$ cat src/logic/aofg_pkg.sv
// Package for the assignable output / frequency generator block.
// Assumes a single 100 MHz clock and the plain register port.
package aofg_pkg;

  // ---------------------------------------------------------------
  // Timing
  // ---------------------------------------------------------------
  localparam int unsigned CLK_HZ          = 100_000_000;
  localparam int unsigned SEC_PER_MIN     = 60;
  // A minute of cycles needs 33 bits; 32 would wrap the modulus
  localparam logic [32:0] CYC_PER_MIN    = 33'(SEC_PER_MIN * 64'(CLK_HZ));
  localparam int unsigned RATE_MAX        = 9999;
  localparam int unsigned RATE_W          = 14;
  localparam int unsigned PHASE_W         = 33;

  // ---------------------------------------------------------------
  // Register offsets (byte addresses, word aligned)
  // ---------------------------------------------------------------
  localparam logic [7:0] OFS_RATE        = 8'h00;
  localparam logic [7:0] OFS_ACCESS      = 8'h04;
  localparam logic [7:0] OFS_MODE        = 8'h08;
  localparam logic [7:0] OFS_ASSIGN      = 8'h0c;
  localparam logic [7:0] OFS_INVERT      = 8'h10;
  localparam logic [7:0] OFS_OUT_SEL     = 8'h14;
  localparam logic [7:0] OFS_STATUS_MON  = 8'h18;
  localparam logic [7:0] OFS_IRQ_STATUS  = 8'h1c;
  localparam logic [7:0] OFS_IRQ_MASK    = 8'h20;

  // ---------------------------------------------------------------
  // Reset values and field layouts
  // ---------------------------------------------------------------
  localparam logic [13:0] RATE_RST       = 14'h0000;
  localparam logic [1:0]  ACCESS_RST     = 2'h0;
  localparam logic [7:0]  MASK_RST       = 8'h00;
  localparam logic [1:0]  ACCESS_CODE    = 2'h2;
  localparam logic [1:0]  ACCESS_FREE    = 2'h3;
  localparam int unsigned COND_LO_LIM    = 4;   // weight 16
  localparam int unsigned COND_HI_LIM    = 5;   // weight 32

  // Interrupt status bits
  localparam int unsigned IRQ_PULSE      = 0;
  localparam int unsigned IRQ_ALARM_ON   = 1;
  localparam int unsigned IRQ_REJECT     = 2;
  localparam int unsigned IRQ_W          = 3;

  typedef enum logic [0:0] {
    AOFG_MODE_GEN    = 1'b0,
    AOFG_MODE_ASSIGN = 1'b1
  } aofg_mode_e;

endpackage : aofg_pkg

$ cat src/logic/aofg_cfg_if.sv
// Interface carrying settings from the register file to the
// output-forming modules.
// Assumes all sides run on the same clock.
`timescale 1ns/1ns
interface aofg_cfg_if;
  logic [13:0] rate;
  logic [7:0]  assign_mask;
  logic [7:0]  invert_mask;
  logic        out_nc;
  logic [7:0]  cond;
  logic        gen_pulse;
  logic        gen_level;
  logic        alarm_level;

  modport gen_m (
    input  rate,
    output gen_pulse,
    output gen_level
  );
  modport asg_m (
    input  assign_mask,
    input  invert_mask,
    input  out_nc,
    input  cond,
    output alarm_level
  );
  modport top_m (
    output rate,
    output assign_mask,
    output invert_mask,
    output out_nc,
    output cond,
    input  gen_pulse,
    input  gen_level,
    input  alarm_level
  );
endinterface : aofg_cfg_if

$ cat src/logic/aofg_freq_gen.sv
// Pulse-rate generator: phase accumulator, pulses per minute.
// Assumes rate stays within 0..9999 and one 100 MHz clock.
`timescale 1ns/1ns
module aofg_freq_gen #(
  parameter logic [32:0] MIN_CYC = aofg_pkg::CYC_PER_MIN
) (
  input  wire logic clk_i,
  input  wire logic rst_n_i,
  aofg_cfg_if.gen_m cfg
);
  // Modulus must stay above the largest rate
  localparam logic [32:0] MOD  = MIN_CYC;
  localparam logic [32:0] HALF = MOD >> 1;

  logic [32:0] phase_reg;
  logic [32:0] phase_sum;

  // Each clock adds rate; a wrap of one minute of cycles is one pulse
  assign phase_sum = phase_reg + 33'(cfg.rate);

  always_ff @(posedge clk_i or negedge rst_n_i) begin
    if (!rst_n_i) begin
      phase_reg     <= 33'h0_0000_0000;
      cfg.gen_pulse <= 1'b0;
    end else if (cfg.rate == 14'h0000) begin
      phase_reg     <= 33'h0_0000_0000;
      cfg.gen_pulse <= 1'b0;
    end else if (phase_sum >= MOD) begin
      phase_reg     <= phase_sum - MOD;
      cfg.gen_pulse <= 1'b1;
    end else begin
      phase_reg     <= phase_sum;
      cfg.gen_pulse <= 1'b0;
    end
  end

  // Square wave, near 50 % duty, zero when stopped
  always_ff @(posedge clk_i or negedge rst_n_i) begin
    if (!rst_n_i) begin
      cfg.gen_level <= 1'b0;
    end else begin
      cfg.gen_level <= (cfg.rate != 14'h0000) &&
                       (phase_sum < HALF) && (phase_sum < MOD);
    end
  end
endmodule : aofg_freq_gen

$ cat src/logic/aofg_assign_out.sv
// Assignable alarm output: invert, mask, OR, polarity.
// Assumes condition bits are synchronous to clk_i.
`timescale 1ns/1ns
module aofg_assign_out (
  input  wire logic clk_i,
  input  wire logic rst_n_i,
  aofg_cfg_if.asg_m cfg
);
  logic [7:0] conditioned;
  logic       any_true;

  assign conditioned = cfg.cond ^ cfg.invert_mask;
  assign any_true    = |(conditioned & cfg.assign_mask);

  always_ff @(posedge clk_i or negedge rst_n_i) begin
    if (!rst_n_i) begin
      cfg.alarm_level <= 1'b0;
    end else begin
      cfg.alarm_level <= any_true ^ cfg.out_nc;
    end
  end
endmodule : aofg_assign_out

$ cat src/logic/aofg_top.sv
// Top of the assignable output / frequency generator block.
// Assumes synchronous inputs, one 100 MHz clock, and a register
// master that reads data one cycle after the read strobe.
//
// Strobed register access and the placing of the registers were left to the implementer.
`timescale 1ns/1ns
module aofg_top #(
  // Clock cycles in one minute; a smaller value shortens the period
  parameter logic [32:0] MIN_CYC = aofg_pkg::CYC_PER_MIN
) (
  input  wire logic        clk_i,
  input  wire logic        rst_n_i,
  // Register port
  input  wire logic [7:0]  reg_addr_i,
  input  wire logic [31:0] reg_wdata_i,
  input  wire logic        reg_wr_i,
  input  wire logic        reg_rd_i,
  output logic      [31:0] reg_rdata_o,
  // Front-panel rate edit
  input  wire logic [13:0] panel_rate_i,
  input  wire logic        panel_wr_i,
  // Drive-status condition bits
  input  wire logic [7:0]  drive_status_i,
  // Open-collector output stage
  output logic             out_drive_o,
  output logic             out_oe_o,
  // Own leader input taken from the generator
  output logic             leader_pulse_o,
  output logic             irq_o
);

  // -------------------------------------------------------------
  // Settings
  // -------------------------------------------------------------
  logic [13:0] rate_reg;
  logic [1:0]  access_reg;
  aofg_pkg::aofg_mode_e mode_reg;
  logic [7:0]  assign_reg;
  logic [7:0]  invert_reg;
  logic        out_sel_reg;
  logic [2:0]  irq_mask_reg;
  logic [2:0]  irq_stat_reg;
  logic [2:0]  irq_next;
  logic [7:0]  status_reg;
  logic        alarm_prev_reg;
  logic        panel_ok;
  logic        panel_reject;
  logic        rd_stat;
  logic        wr_rate;
  logic        wr_access;
  logic        wr_mode;
  logic        wr_assign;
  logic        wr_invert;
  logic        wr_out_sel;
  logic        wr_irq_mask;
  logic        mode_is_gen;

  aofg_cfg_if cfg_bus ();

  function automatic logic [13:0] clip_rate(input logic [31:0] v);
    clip_rate = (v > 32'(aofg_pkg::RATE_MAX)) ?
                14'(aofg_pkg::RATE_MAX) : v[13:0];
  endfunction : clip_rate

  // All operands passed in, so continuous assigns see every change
  function automatic logic wr_hit(input logic       wr,
                                  input logic [7:0] addr,
                                  input logic [7:0] ofs);
    wr_hit = wr && (addr == ofs);
  endfunction : wr_hit

  // -------------------------------------------------------------
  // Write decode
  // -------------------------------------------------------------
  assign wr_rate     = wr_hit(reg_wr_i, reg_addr_i, aofg_pkg::OFS_RATE);
  assign wr_access   = wr_hit(reg_wr_i, reg_addr_i, aofg_pkg::OFS_ACCESS);
  assign wr_mode     = wr_hit(reg_wr_i, reg_addr_i, aofg_pkg::OFS_MODE);
  assign wr_assign   = wr_hit(reg_wr_i, reg_addr_i, aofg_pkg::OFS_ASSIGN);
  assign wr_invert   = wr_hit(reg_wr_i, reg_addr_i, aofg_pkg::OFS_INVERT);
  assign wr_out_sel  = wr_hit(reg_wr_i, reg_addr_i, aofg_pkg::OFS_OUT_SEL);
  assign wr_irq_mask = wr_hit(reg_wr_i, reg_addr_i, aofg_pkg::OFS_IRQ_MASK);

  // -------------------------------------------------------------
  // Front panel and rate
  // -------------------------------------------------------------
  // Panel edits only at code-restricted or unrestricted access
  assign panel_ok = (access_reg == aofg_pkg::ACCESS_CODE) ||
                    (access_reg == aofg_pkg::ACCESS_FREE);
  assign panel_reject = panel_wr_i && !panel_ok;

  // Bus write wins if both arrive in one cycle
  always_ff @(posedge clk_i or negedge rst_n_i) begin
    if (!rst_n_i) begin
      rate_reg <= aofg_pkg::RATE_RST;
    end else if (wr_rate) begin
      rate_reg <= clip_rate(reg_wdata_i);
    end else if (panel_wr_i && panel_ok) begin
      rate_reg <= clip_rate(32'(panel_rate_i));
    end
  end

  // -------------------------------------------------------------
  // Setting registers
  // -------------------------------------------------------------
  always_ff @(posedge clk_i or negedge rst_n_i) begin
    if (!rst_n_i) begin
      access_reg <= aofg_pkg::ACCESS_RST;
    end else if (wr_access) begin
      access_reg <= reg_wdata_i[1:0];
    end
  end

  always_ff @(posedge clk_i or negedge rst_n_i) begin
    if (!rst_n_i) begin
      mode_reg <= aofg_pkg::AOFG_MODE_GEN;
    end else if (wr_mode) begin
      mode_reg <= aofg_pkg::aofg_mode_e'(reg_wdata_i[0]);
    end
  end

  always_ff @(posedge clk_i or negedge rst_n_i) begin
    if (!rst_n_i) begin
      assign_reg <= aofg_pkg::MASK_RST;
    end else if (wr_assign) begin
      assign_reg <= reg_wdata_i[7:0];
    end
  end

  always_ff @(posedge clk_i or negedge rst_n_i) begin
    if (!rst_n_i) begin
      invert_reg <= aofg_pkg::MASK_RST;
    end else if (wr_invert) begin
      invert_reg <= reg_wdata_i[7:0];
    end
  end

  // Any nonzero value selects normally closed
  always_ff @(posedge clk_i or negedge rst_n_i) begin
    if (!rst_n_i) begin
      out_sel_reg <= 1'b0;
    end else if (wr_out_sel) begin
      out_sel_reg <= |reg_wdata_i;
    end
  end

  always_ff @(posedge clk_i or negedge rst_n_i) begin
    if (!rst_n_i) begin
      irq_mask_reg <= 3'h0;
    end else if (wr_irq_mask) begin
      irq_mask_reg <= reg_wdata_i[2:0];
    end
  end

  // Status monitor copy; bit 4 lower limit, bit 5 upper limit
  always_ff @(posedge clk_i or negedge rst_n_i) begin
    if (!rst_n_i) begin
      status_reg <= 8'h00;
    end else begin
      status_reg <= drive_status_i;
    end
  end

  assign cfg_bus.rate        = rate_reg;
  assign cfg_bus.assign_mask = assign_reg;
  assign cfg_bus.invert_mask = invert_reg;
  assign cfg_bus.out_nc      = out_sel_reg;
  assign cfg_bus.cond        = status_reg;

  // -------------------------------------------------------------
  // Output formers
  // -------------------------------------------------------------
  aofg_freq_gen #(
    .MIN_CYC (MIN_CYC)
  ) i_aofg_freq_gen (
    .clk_i   (clk_i),
    .rst_n_i (rst_n_i),
    .cfg     (cfg_bus.gen_m)
  );

  aofg_assign_out i_aofg_assign_out (
    .clk_i   (clk_i),
    .rst_n_i (rst_n_i),
    .cfg     (cfg_bus.asg_m)
  );

  // -------------------------------------------------------------
  // Output stage
  // -------------------------------------------------------------
  assign mode_is_gen = (mode_reg == aofg_pkg::AOFG_MODE_GEN);

  // Single physical output, one source at a time
  always_ff @(posedge clk_i or negedge rst_n_i) begin
    if (!rst_n_i) begin
      out_drive_o <= 1'b0;
    end else if (mode_is_gen) begin
      out_drive_o <= cfg_bus.gen_level;
    end else begin
      out_drive_o <= cfg_bus.alarm_level;
    end
  end

  // Open collector: enabled only while sinking
  always_ff @(posedge clk_i or negedge rst_n_i) begin
    if (!rst_n_i) begin
      out_oe_o <= 1'b0;
    end else if (mode_is_gen) begin
      out_oe_o <= cfg_bus.gen_level;
    end else begin
      out_oe_o <= cfg_bus.alarm_level;
    end
  end

  // Leader follows own train only in generator mode
  always_ff @(posedge clk_i or negedge rst_n_i) begin
    if (!rst_n_i) begin
      leader_pulse_o <= 1'b0;
    end else begin
      leader_pulse_o <= cfg_bus.gen_pulse && mode_is_gen;
    end
  end

  // -------------------------------------------------------------
  // Interrupts
  // -------------------------------------------------------------
  always_ff @(posedge clk_i or negedge rst_n_i) begin
    if (!rst_n_i) begin
      alarm_prev_reg <= 1'b0;
    end else begin
      alarm_prev_reg <= cfg_bus.alarm_level;
    end
  end

  assign rd_stat = reg_rd_i && (reg_addr_i == aofg_pkg::OFS_IRQ_STATUS);

  // Set wins over the read clear in the same cycle
  always_comb begin
    irq_next = rd_stat ? 3'h0 : irq_stat_reg;
    if (cfg_bus.gen_pulse) begin
      irq_next[aofg_pkg::IRQ_PULSE] = 1'b1;
    end
    if (cfg_bus.alarm_level && !alarm_prev_reg) begin
      irq_next[aofg_pkg::IRQ_ALARM_ON] = 1'b1;
    end
    if (panel_reject) begin
      irq_next[aofg_pkg::IRQ_REJECT] = 1'b1;
    end
  end

  always_ff @(posedge clk_i or negedge rst_n_i) begin
    if (!rst_n_i) begin
      irq_stat_reg <= 3'h0;
    end else begin
      irq_stat_reg <= irq_next;
    end
  end

  // Line follows next status, so it drops with the read clear
  always_ff @(posedge clk_i or negedge rst_n_i) begin
    if (!rst_n_i) begin
      irq_o <= 1'b0;
    end else begin
      irq_o <= |(irq_next & irq_mask_reg);
    end
  end

  // -------------------------------------------------------------
  // Read port
  // -------------------------------------------------------------
  always_ff @(posedge clk_i or negedge rst_n_i) begin
    if (!rst_n_i) begin
      reg_rdata_o <= 32'h0000_0000;
    end else if (reg_rd_i) begin
      unique case (reg_addr_i)
        aofg_pkg::OFS_RATE:       reg_rdata_o <= 32'(rate_reg);
        aofg_pkg::OFS_ACCESS:     reg_rdata_o <= 32'(access_reg);
        aofg_pkg::OFS_MODE:       reg_rdata_o <= 32'(mode_reg);
        aofg_pkg::OFS_ASSIGN:     reg_rdata_o <= 32'(assign_reg);
        aofg_pkg::OFS_INVERT:     reg_rdata_o <= 32'(invert_reg);
        aofg_pkg::OFS_OUT_SEL:    reg_rdata_o <= 32'(out_sel_reg);
        aofg_pkg::OFS_STATUS_MON: reg_rdata_o <= 32'(status_reg);
        aofg_pkg::OFS_IRQ_STATUS: reg_rdata_o <= 32'(irq_stat_reg);
        aofg_pkg::OFS_IRQ_MASK:   reg_rdata_o <= 32'(irq_mask_reg);
        // Unmapped addresses read zero
        default:                  reg_rdata_o <= 32'h0000_0000;
      endcase
    end else begin
      reg_rdata_o <= 32'h0000_0000;
    end
  end

endmodule : aofg_top

$ cat config.mk
export PLATFORM = sky130hd
export DESIGN_NAME = aofg_top
export DESIGN_NICKNAME = d
export VERILOG_FILES = /design/src/logic/aofg_pkg.sv /design/src/logic/aofg_cfg_if.sv /design/src/logic/aofg_freq_gen.sv /design/src/logic/aofg_assign_out.sv /design/src/logic/aofg_top.sv
export SDC_FILE = /design/constraint.sdc
export NUM_CORES = 1
export LEC_CHECK = 0
export BUFFER_PORTS_ARGS = -buffer_cell sky130_fd_sc_hd__buf_2
export CAP_MARGIN = 20
export CORE_MARGIN = 3
export CORE_UTILIZATION = 35
export DETAILED_ROUTE_END_ITERATION = 16
export MAX_ROUTING_LAYER = met4
export PLACE_DENSITY = 0.52
export REMOVE_ABC_BUFFERS = 1
export SLEW_MARGIN = 20
export SYNTH_ARGS = -nofsm -noshare
export SYNTH_HDL_FRONTEND = slang
export SYNTH_HIERARCHICAL = 1
export SYNTH_SLANG_ARGS = --single-unit
$ cat constraint.sdc
create_clock -name clk_i -period 5.1 [get_ports clk_i]
set_clock_uncertainty 0.1 [all_clocks]
set_input_delay 1.02 -clock clk_i [delete_from_list [all_inputs] [get_ports clk_i]]
set_output_delay 1.02 -clock clk_i [all_outputs]
set_load 0.01 [all_outputs]
; ---- Yosys cells after proc, flatten, opt, wreduce, memory -nomap -nowiden
; Index checks and enable logic that the tools add are counted.
[totals]
register_bits = 102
[op_classes]
add_sub_neg = 2
n_lt_le_gt_ge = 5
eq_ne = 10
mux = 15
bitwise = 5
reduce_logical = 24
[op_table]
columns = operator, count
row1 = one-hot mux 14 bit (9 select lines), 1
row2 = two-way mux 14 bit, 5
row3 = two-way mux 33 bit, 2
row4 = adder 33 x 14 -> 33 bit, 1
row5 = greater-or-equal comparator 33 bit (second input constant), 1
row6 = less-than comparator 33 x 32 -> 1 bit (second input constant), 1
row7 = less-than comparator 33 bit (second input constant), 1
row8 = subtractor 33 bit (second input constant), 1
row9 = == test 8 x 5 -> 1 bit (second input constant), 4
row10 = greater-than comparator 32 x 14 -> 1 bit (second input constant), 1
row11 = OR reduction 32 bit, 1
row12 = == test 8 x 4 -> 1 bit (second input constant), 2
row13 = greater-than comparator 14 bit (second input constant), 1
row14 = logical AND 1 bit, 14
row15 = zero test 14 bit, 1
row16 = nonzero test 14 bit, 1
row17 = bitwise AND 8 bit, 1
row18 = == test 8 x 3 -> 1 bit (second input constant), 1
row19 = == test 8 x 6 -> 1 bit (second input constant), 1
row20 = zero test 8 bit, 1
row21 = OR reduction 8 bit, 1
row22 = XOR 8 bit, 1
row23 = two-way mux 1 bit, 6
row24 = == test 2 bit (second input constant), 2
row25 = 8 further kinds, 9

; ---- Longest topological paths before layout
[depth]
word_depth = 7
ltp_mapped = 15

; ---- Cells and area by module
; Netlist, hierarchy kept.
[modules_own_cells]
columns = mod, instances, cells_per_inst, area_per_inst_um2
row1 = aofg_freq_gen, 1, 444, 3659.8
row2 = aofg_top, 1, 268, 3129.3
row3 = aofg_assign_out, 1, 15, 140.1

; ---- Least setup slack after synthesis
; No wires, ideal clock.
[synth_timing]
kind = register -> register
from = register rate_reg[0], in the netlist cfg_bus.rate[0]
to = register i_aofg_freq_gen.phase_reg[20]
setup_ps = 79
arrival_ps = 3344
t_required_ps = 4921
setup_slack_ps = 1577
path_stages_with_launch = 14
n_path_buf = 0
cell_sequence = dfrtp_1 -> ha_1 -> inv_1 -> fa_1 -> nand4b_1 -> o211a_1 -> or3_1 -> and4_4 -> nor4_4 -> nand4_2 -> a211o_4 -> and4_4 -> o21ai_1 -> mux2i_1
[synth_between]
elab_chain_len = 4
word_cells_on_any_way = 6
cone_classes = add/sub: 2 / order compare: 1 / mux: 2 / reduce/logical: 1
[synth_lines]
columns = item, line
row1 = "start, declared", aofg_top.sv:35  ; logic [13:0] rate_reg;
row2 = "start signal, assigned", aofg_top.sv:94  ; rate_reg <= aofg_pkg::RATE_RST;
row3 = "start signal, assigned", aofg_top.sv:96  ; rate_reg <= clip_rate(reg_wdata_i);
row4 = "start signal, assigned", aofg_top.sv:98  ; rate_reg <= clip_rate(32'(panel_rate_i));
row5 = adder 33 x 14 -> 33 bit, aofg_freq_gen.sv:19  ; assign phase_sum = phase_reg + 33'(cfg.rate);
row6 = subtractor 33 bit / greater-or-equal comparator 33 bit (equally long branches), "aofg_freq_gen.sv:29, aofg_freq_gen.sv:28"
row7 = two-way mux 33 bit, aofg_freq_gen.sv:28  ; end else if (phase_sum >= MOD) begin
row8 = two-way mux 33 bit (*), aofg_freq_gen.sv:25  ; end else if (cfg.rate == 14'h0000) begin
row9 = "end signal, assigned", aofg_freq_gen.sv:29  ; phase_reg <= phase_sum - MOD;
row10 = "end signal, assigned", aofg_freq_gen.sv:32  ; phase_reg <= phase_sum;
row11 = "end, declared", aofg_freq_gen.sv:15  ; logic [32:0] phase_reg;
; Every way passes the cells marked *; elsewhere a longest branch is shown, timed or not.
; A chain may end at the register's enable or synchronous reset.

; ---- Final worst setup path
[layout_timing]
from = register rate_reg[0], in the netlist cfg_bus.rate[0]
to = register i_aofg_freq_gen.phase_reg[30]
; Same word-level chain as after synthesis.

==> out/results.tsv <==
metric	value	unit
status	completed	
final core occ	40.81	%
Num Clock Sinks	102	
power density cells	432.6	nW/um2
DR DRC count	0	
post-synthesis sequential area ratio	36.84	%
top cells by area, synth	dfrtp_1 37%, nand2_1 3.4%, mux2i_1 3.2%, xor2_1 3.2%, a21oi_1 3.1%	
Synth Area in Compound Gates	20.17	%
vias in the first global route	5989	
clock insertion delay at the later pin of the skew report	360	ps
first-pass iteration count of the detailed router	7	
vias per cell	5.799	
IO Count	103	
Post-Layout Cell Count	1059	
Critical path destination	i_aofg_freq_gen/phase_reg[30]	
first-pass GRT wire length	33930	um
Clk pwr share	22.5	%
Place WS	760.2	ps
Synth async-reset ratio	100.0	%
Post-Place Cells	1043	
final net count	877	
Clock Tree Buf Depth	2	
Slowest-stage cell, CP	a31o_1	
die area	21520	um2
critical path type	register to register	
max-cap violations	0	
Slew Limit Fails	0	
GP Congestion	0.9522	
GR Util met3	2.005	%
flops & latches, synth	102	
Max Freq	227.6	MHz
Synth top area share	36.84	%
final hold violations	0	
Sequential Power Share	30.9	%
Worst EP arrival	4530	ps
worst path required time	5230	ps
detailed-placement wirelength estimate	16330	um
routed wire length	21200	um
VDD IR max	0.1831	mV
Placement Rows	50	
post-cts hold buffer count	0	
Starting DRT DRC Count	451	
Global Route Usage Sum	20.23	%
Yosys top cell by area	dfrtp_1	
H-tree Lvls	3	
Distinct cells, synth	86	
max FFs per register	33	
area grow syn2layout	12.37	%
largest family of logic cells by synthesized area	simple AND/OR/NAND/NOR gates	
Least-Margin Pin Slew	1047	ps
register area	2552	um2
Synth Area in Simple Gates	21.45	%
CP cell instances	ha_1, inv_1, fa_1, nand4b_1, o211a_1, a2bb2oi_2, o21ai_2, nand4_1, xor2_1, or2_4, a31o_1, a21oi_1, mux2i_1	
post-synthesis mux area share	7.728	%
initial antenna violation count	0	
core area	19080	um2
min Tclk post-route	4393	ps
Clock Tree Root	clkbuf_16	
max incr delay on CP	700	ps
worst path bufs/invs	1	
critical path's top delay family	compound AO/OA/AOI/OAI gates	
CP Depth	13	
via count	6141	
worst setup path startpoint	cfg_bus.rate[0]	
Synth Warn #	6	
port bufs	84	
Syn Inst Count	727	
post-CTS setup buffers	0	
sw frac	43.75	%
footprint of the multi-input gates	4054	um2
die height	146.7	um
internal power	0.001895	W
leakage	3.428	nW
gr busiest metal	met2	
Most used DFF post-synth	dfrtp_1	
Startpoint Class	register	
WL/cell	20.02	um
switching power	0.001474	W
r2r endpoint	i_aofg_freq_gen/phase_reg[30]	
Reg2Reg Setup Slack	710	ps
starting density of the core	36.31	%
GR Util met1	29.07	%
RSZ-0062 raised after global routing	false	
synthesized area per cell	9.531	um2
most frequent cells in the layout	102 x dfrtp_1, 83 x buf_2, 63 x nand2_1, 43 x a21oi_1, 32 x nor2_1	
CTS tree	yes	
final worst setup slack	706.8	ps
most common cell after layout, fill and taps aside	dfrtp_1	
GRT overflow	0	
M2 GR Usage	30.54	%
DIE WIDTH	146.7	um
crit path max fanout	17	
post-CTS resize count	0	
area share of fa/ha/maj cells after synthesis	2.997	%
setup violators final	0	
Worst setup EP type	register	
Num CTS Buffers	9	
Hold WC Path Type	register to register	
Synth Area in XOR/XNOR	5.182	%
Overall Power	0.003368	W
Ant. Diodes	0	
Comb pwr share	46.6	%
number of synthesized flops with an enable pin	0	
fill cell count	1918	
Cell Area, Synth	6929	um2
setup_tns	0	ps
post-route ant nets	0	
worst-case reg-to-reg path depth	13	
Max-Slew Margin vs Limit	29.63	%
share of post-route cells with drive strength above 1	21.28	%
RR Startpoint	cfg_bus.rate[0]	
pin count of the biggest net entering global routing	72	
crit share post-route	86.14	%
Clock Pin Slew Worst Setup and Hold Paths	80	ps
[cell type report]
class / count / share of cell area, %
clock buffers: 9 / 2.892
inverters: 21 / 1.012
repair buffers: 88 / 5.817
clock inverters: 7 / 1.253
multi-input cells: 572 / 52.06
flip-flops and latches: 102 / 32.78
well taps: 260 / 4.178
[cell usage after synthesis, types with 4 or more instances]
| library cell | instances |
|---|---|
| and4_1 | 8 |
| a22oi_1 | 10 |
| a221o_1 | 5 |
| xor2_1 | 25 |
| buf_2 | 12 |
| a211oi_1 | 7 |
| nand4_1 | 19 |
| xnor2_1 | 16 |
| a22o_1 | 4 |
| buf_4 | 20 |
| and2_1 | 12 |
| a21oi_2 | 7 |
| a31oi_1 | 5 |
| mux2i_1 | 22 |
| and3_1 | 11 |
| a2111o_1 | 4 |
| nand2b_1 | 12 |
| o21a_1 | 7 |
| inv_1 | 21 |
| nor3_1 | 22 |
| nor4_1 | 19 |
| nand2_1 | 63 |
| o211a_1 | 4 |
| a32oi_1 | 4 |
| mux2_2 | 19 |
| o32ai_1 | 8 |
| dfrtp_1 | 102 |
| nor2b_1 | 4 |
| o21ai_1 | 12 |
| a21boi_0 | 4 |
| a222oi_1 | 5 |
| a21oi_1 | 43 |
| or2_2 | 6 |
| a21o_1 | 4 |
| ha_1 | 15 |
| nor2_1 | 32 |
| o211ai_1 | 6 |
| nand3_1 | 16 |
| mux2_1 | 5 |
| o21ai_0 | 18 |
| clkbuf_1 | 13 |
| or3_1 | 5 |
| nor3b_1 | 9 |
[how the worst min path moves through the flow]
stage / startpoint / to / slack (ps) / cells past startpoint
final: i_aofg_assign_out/cfg.alarm_level / alarm_prev_reg / 310 / 0
after floorplan: i_aofg_assign_out/cfg.alarm_level / alarm_prev_reg / 260 / 0
after CTS: i_aofg_assign_out/cfg.alarm_level / alarm_prev_reg / 310 / 0
after global placement: i_aofg_assign_out/cfg.alarm_level / alarm_prev_reg / 290 / 0
after global routing: i_aofg_assign_out/cfg.alarm_level / alarm_prev_reg / 320 / 0
after detailed placement: i_aofg_assign_out/cfg.alarm_level / alarm_prev_reg / 300 / 0
[power groups by stage]
stage                     clock network [W]  logic [W]  registers (W)
after floorplan                           0    0.00115        0.00101
after global placement                    0    0.00153        0.00106
after detailed placement                  0    0.00154        0.00106
after CTS                          0.000773    0.00154        0.00104
after global routing               0.000804    0.00173        0.00106
final                              0.000758    0.00157        0.00104
[routing by layer]
metal  wire, um  share of wire [%]
met5          0                  0
met3       1233                5.8
met1      10180                 48
met4        340                1.6
met2       9439                 45
[through the flow]
step / hold WS (ps) / instance area, um2
floorplan: 261.6 / 6685
global placement: 288.1 / 7463
detailed placement: 300.6 / 7463
CTS: 312.8 / 7786
global route: 323.9 / 7786
finish: 309.0 / 7786
[logic make-up (layout without fill, tap and decap cells)]
family | Yosys count | in the layout
multiplexers | 49 | 49
flip-flops | 102 | 102
AO/OA/AOI/OAI | 189 | 189
adder cells (fa/ha/maj) | 16 | 16
AND/OR/NAND/NOR | 259 | 259
buffers and inverters | 70 | 125
other | 1 | 18
XOR/XNOR | 41 | 41
[worst register-to-register path: cells and delay by family (launching register included)]
family | cells | cell delay (ps)
AO/OA/AOI/OAI | 5 | 1800
adder cells (fa/ha/maj) | 2 | 650
AND/OR/NAND/NOR | 3 | 610
XOR/XNOR | 1 | 460
flip-flops | 1 | 410
multiplexers | 1 | 170
buffers and inverters | 1 | 70
Note: power is estimated with default switching activity, not from simulation.
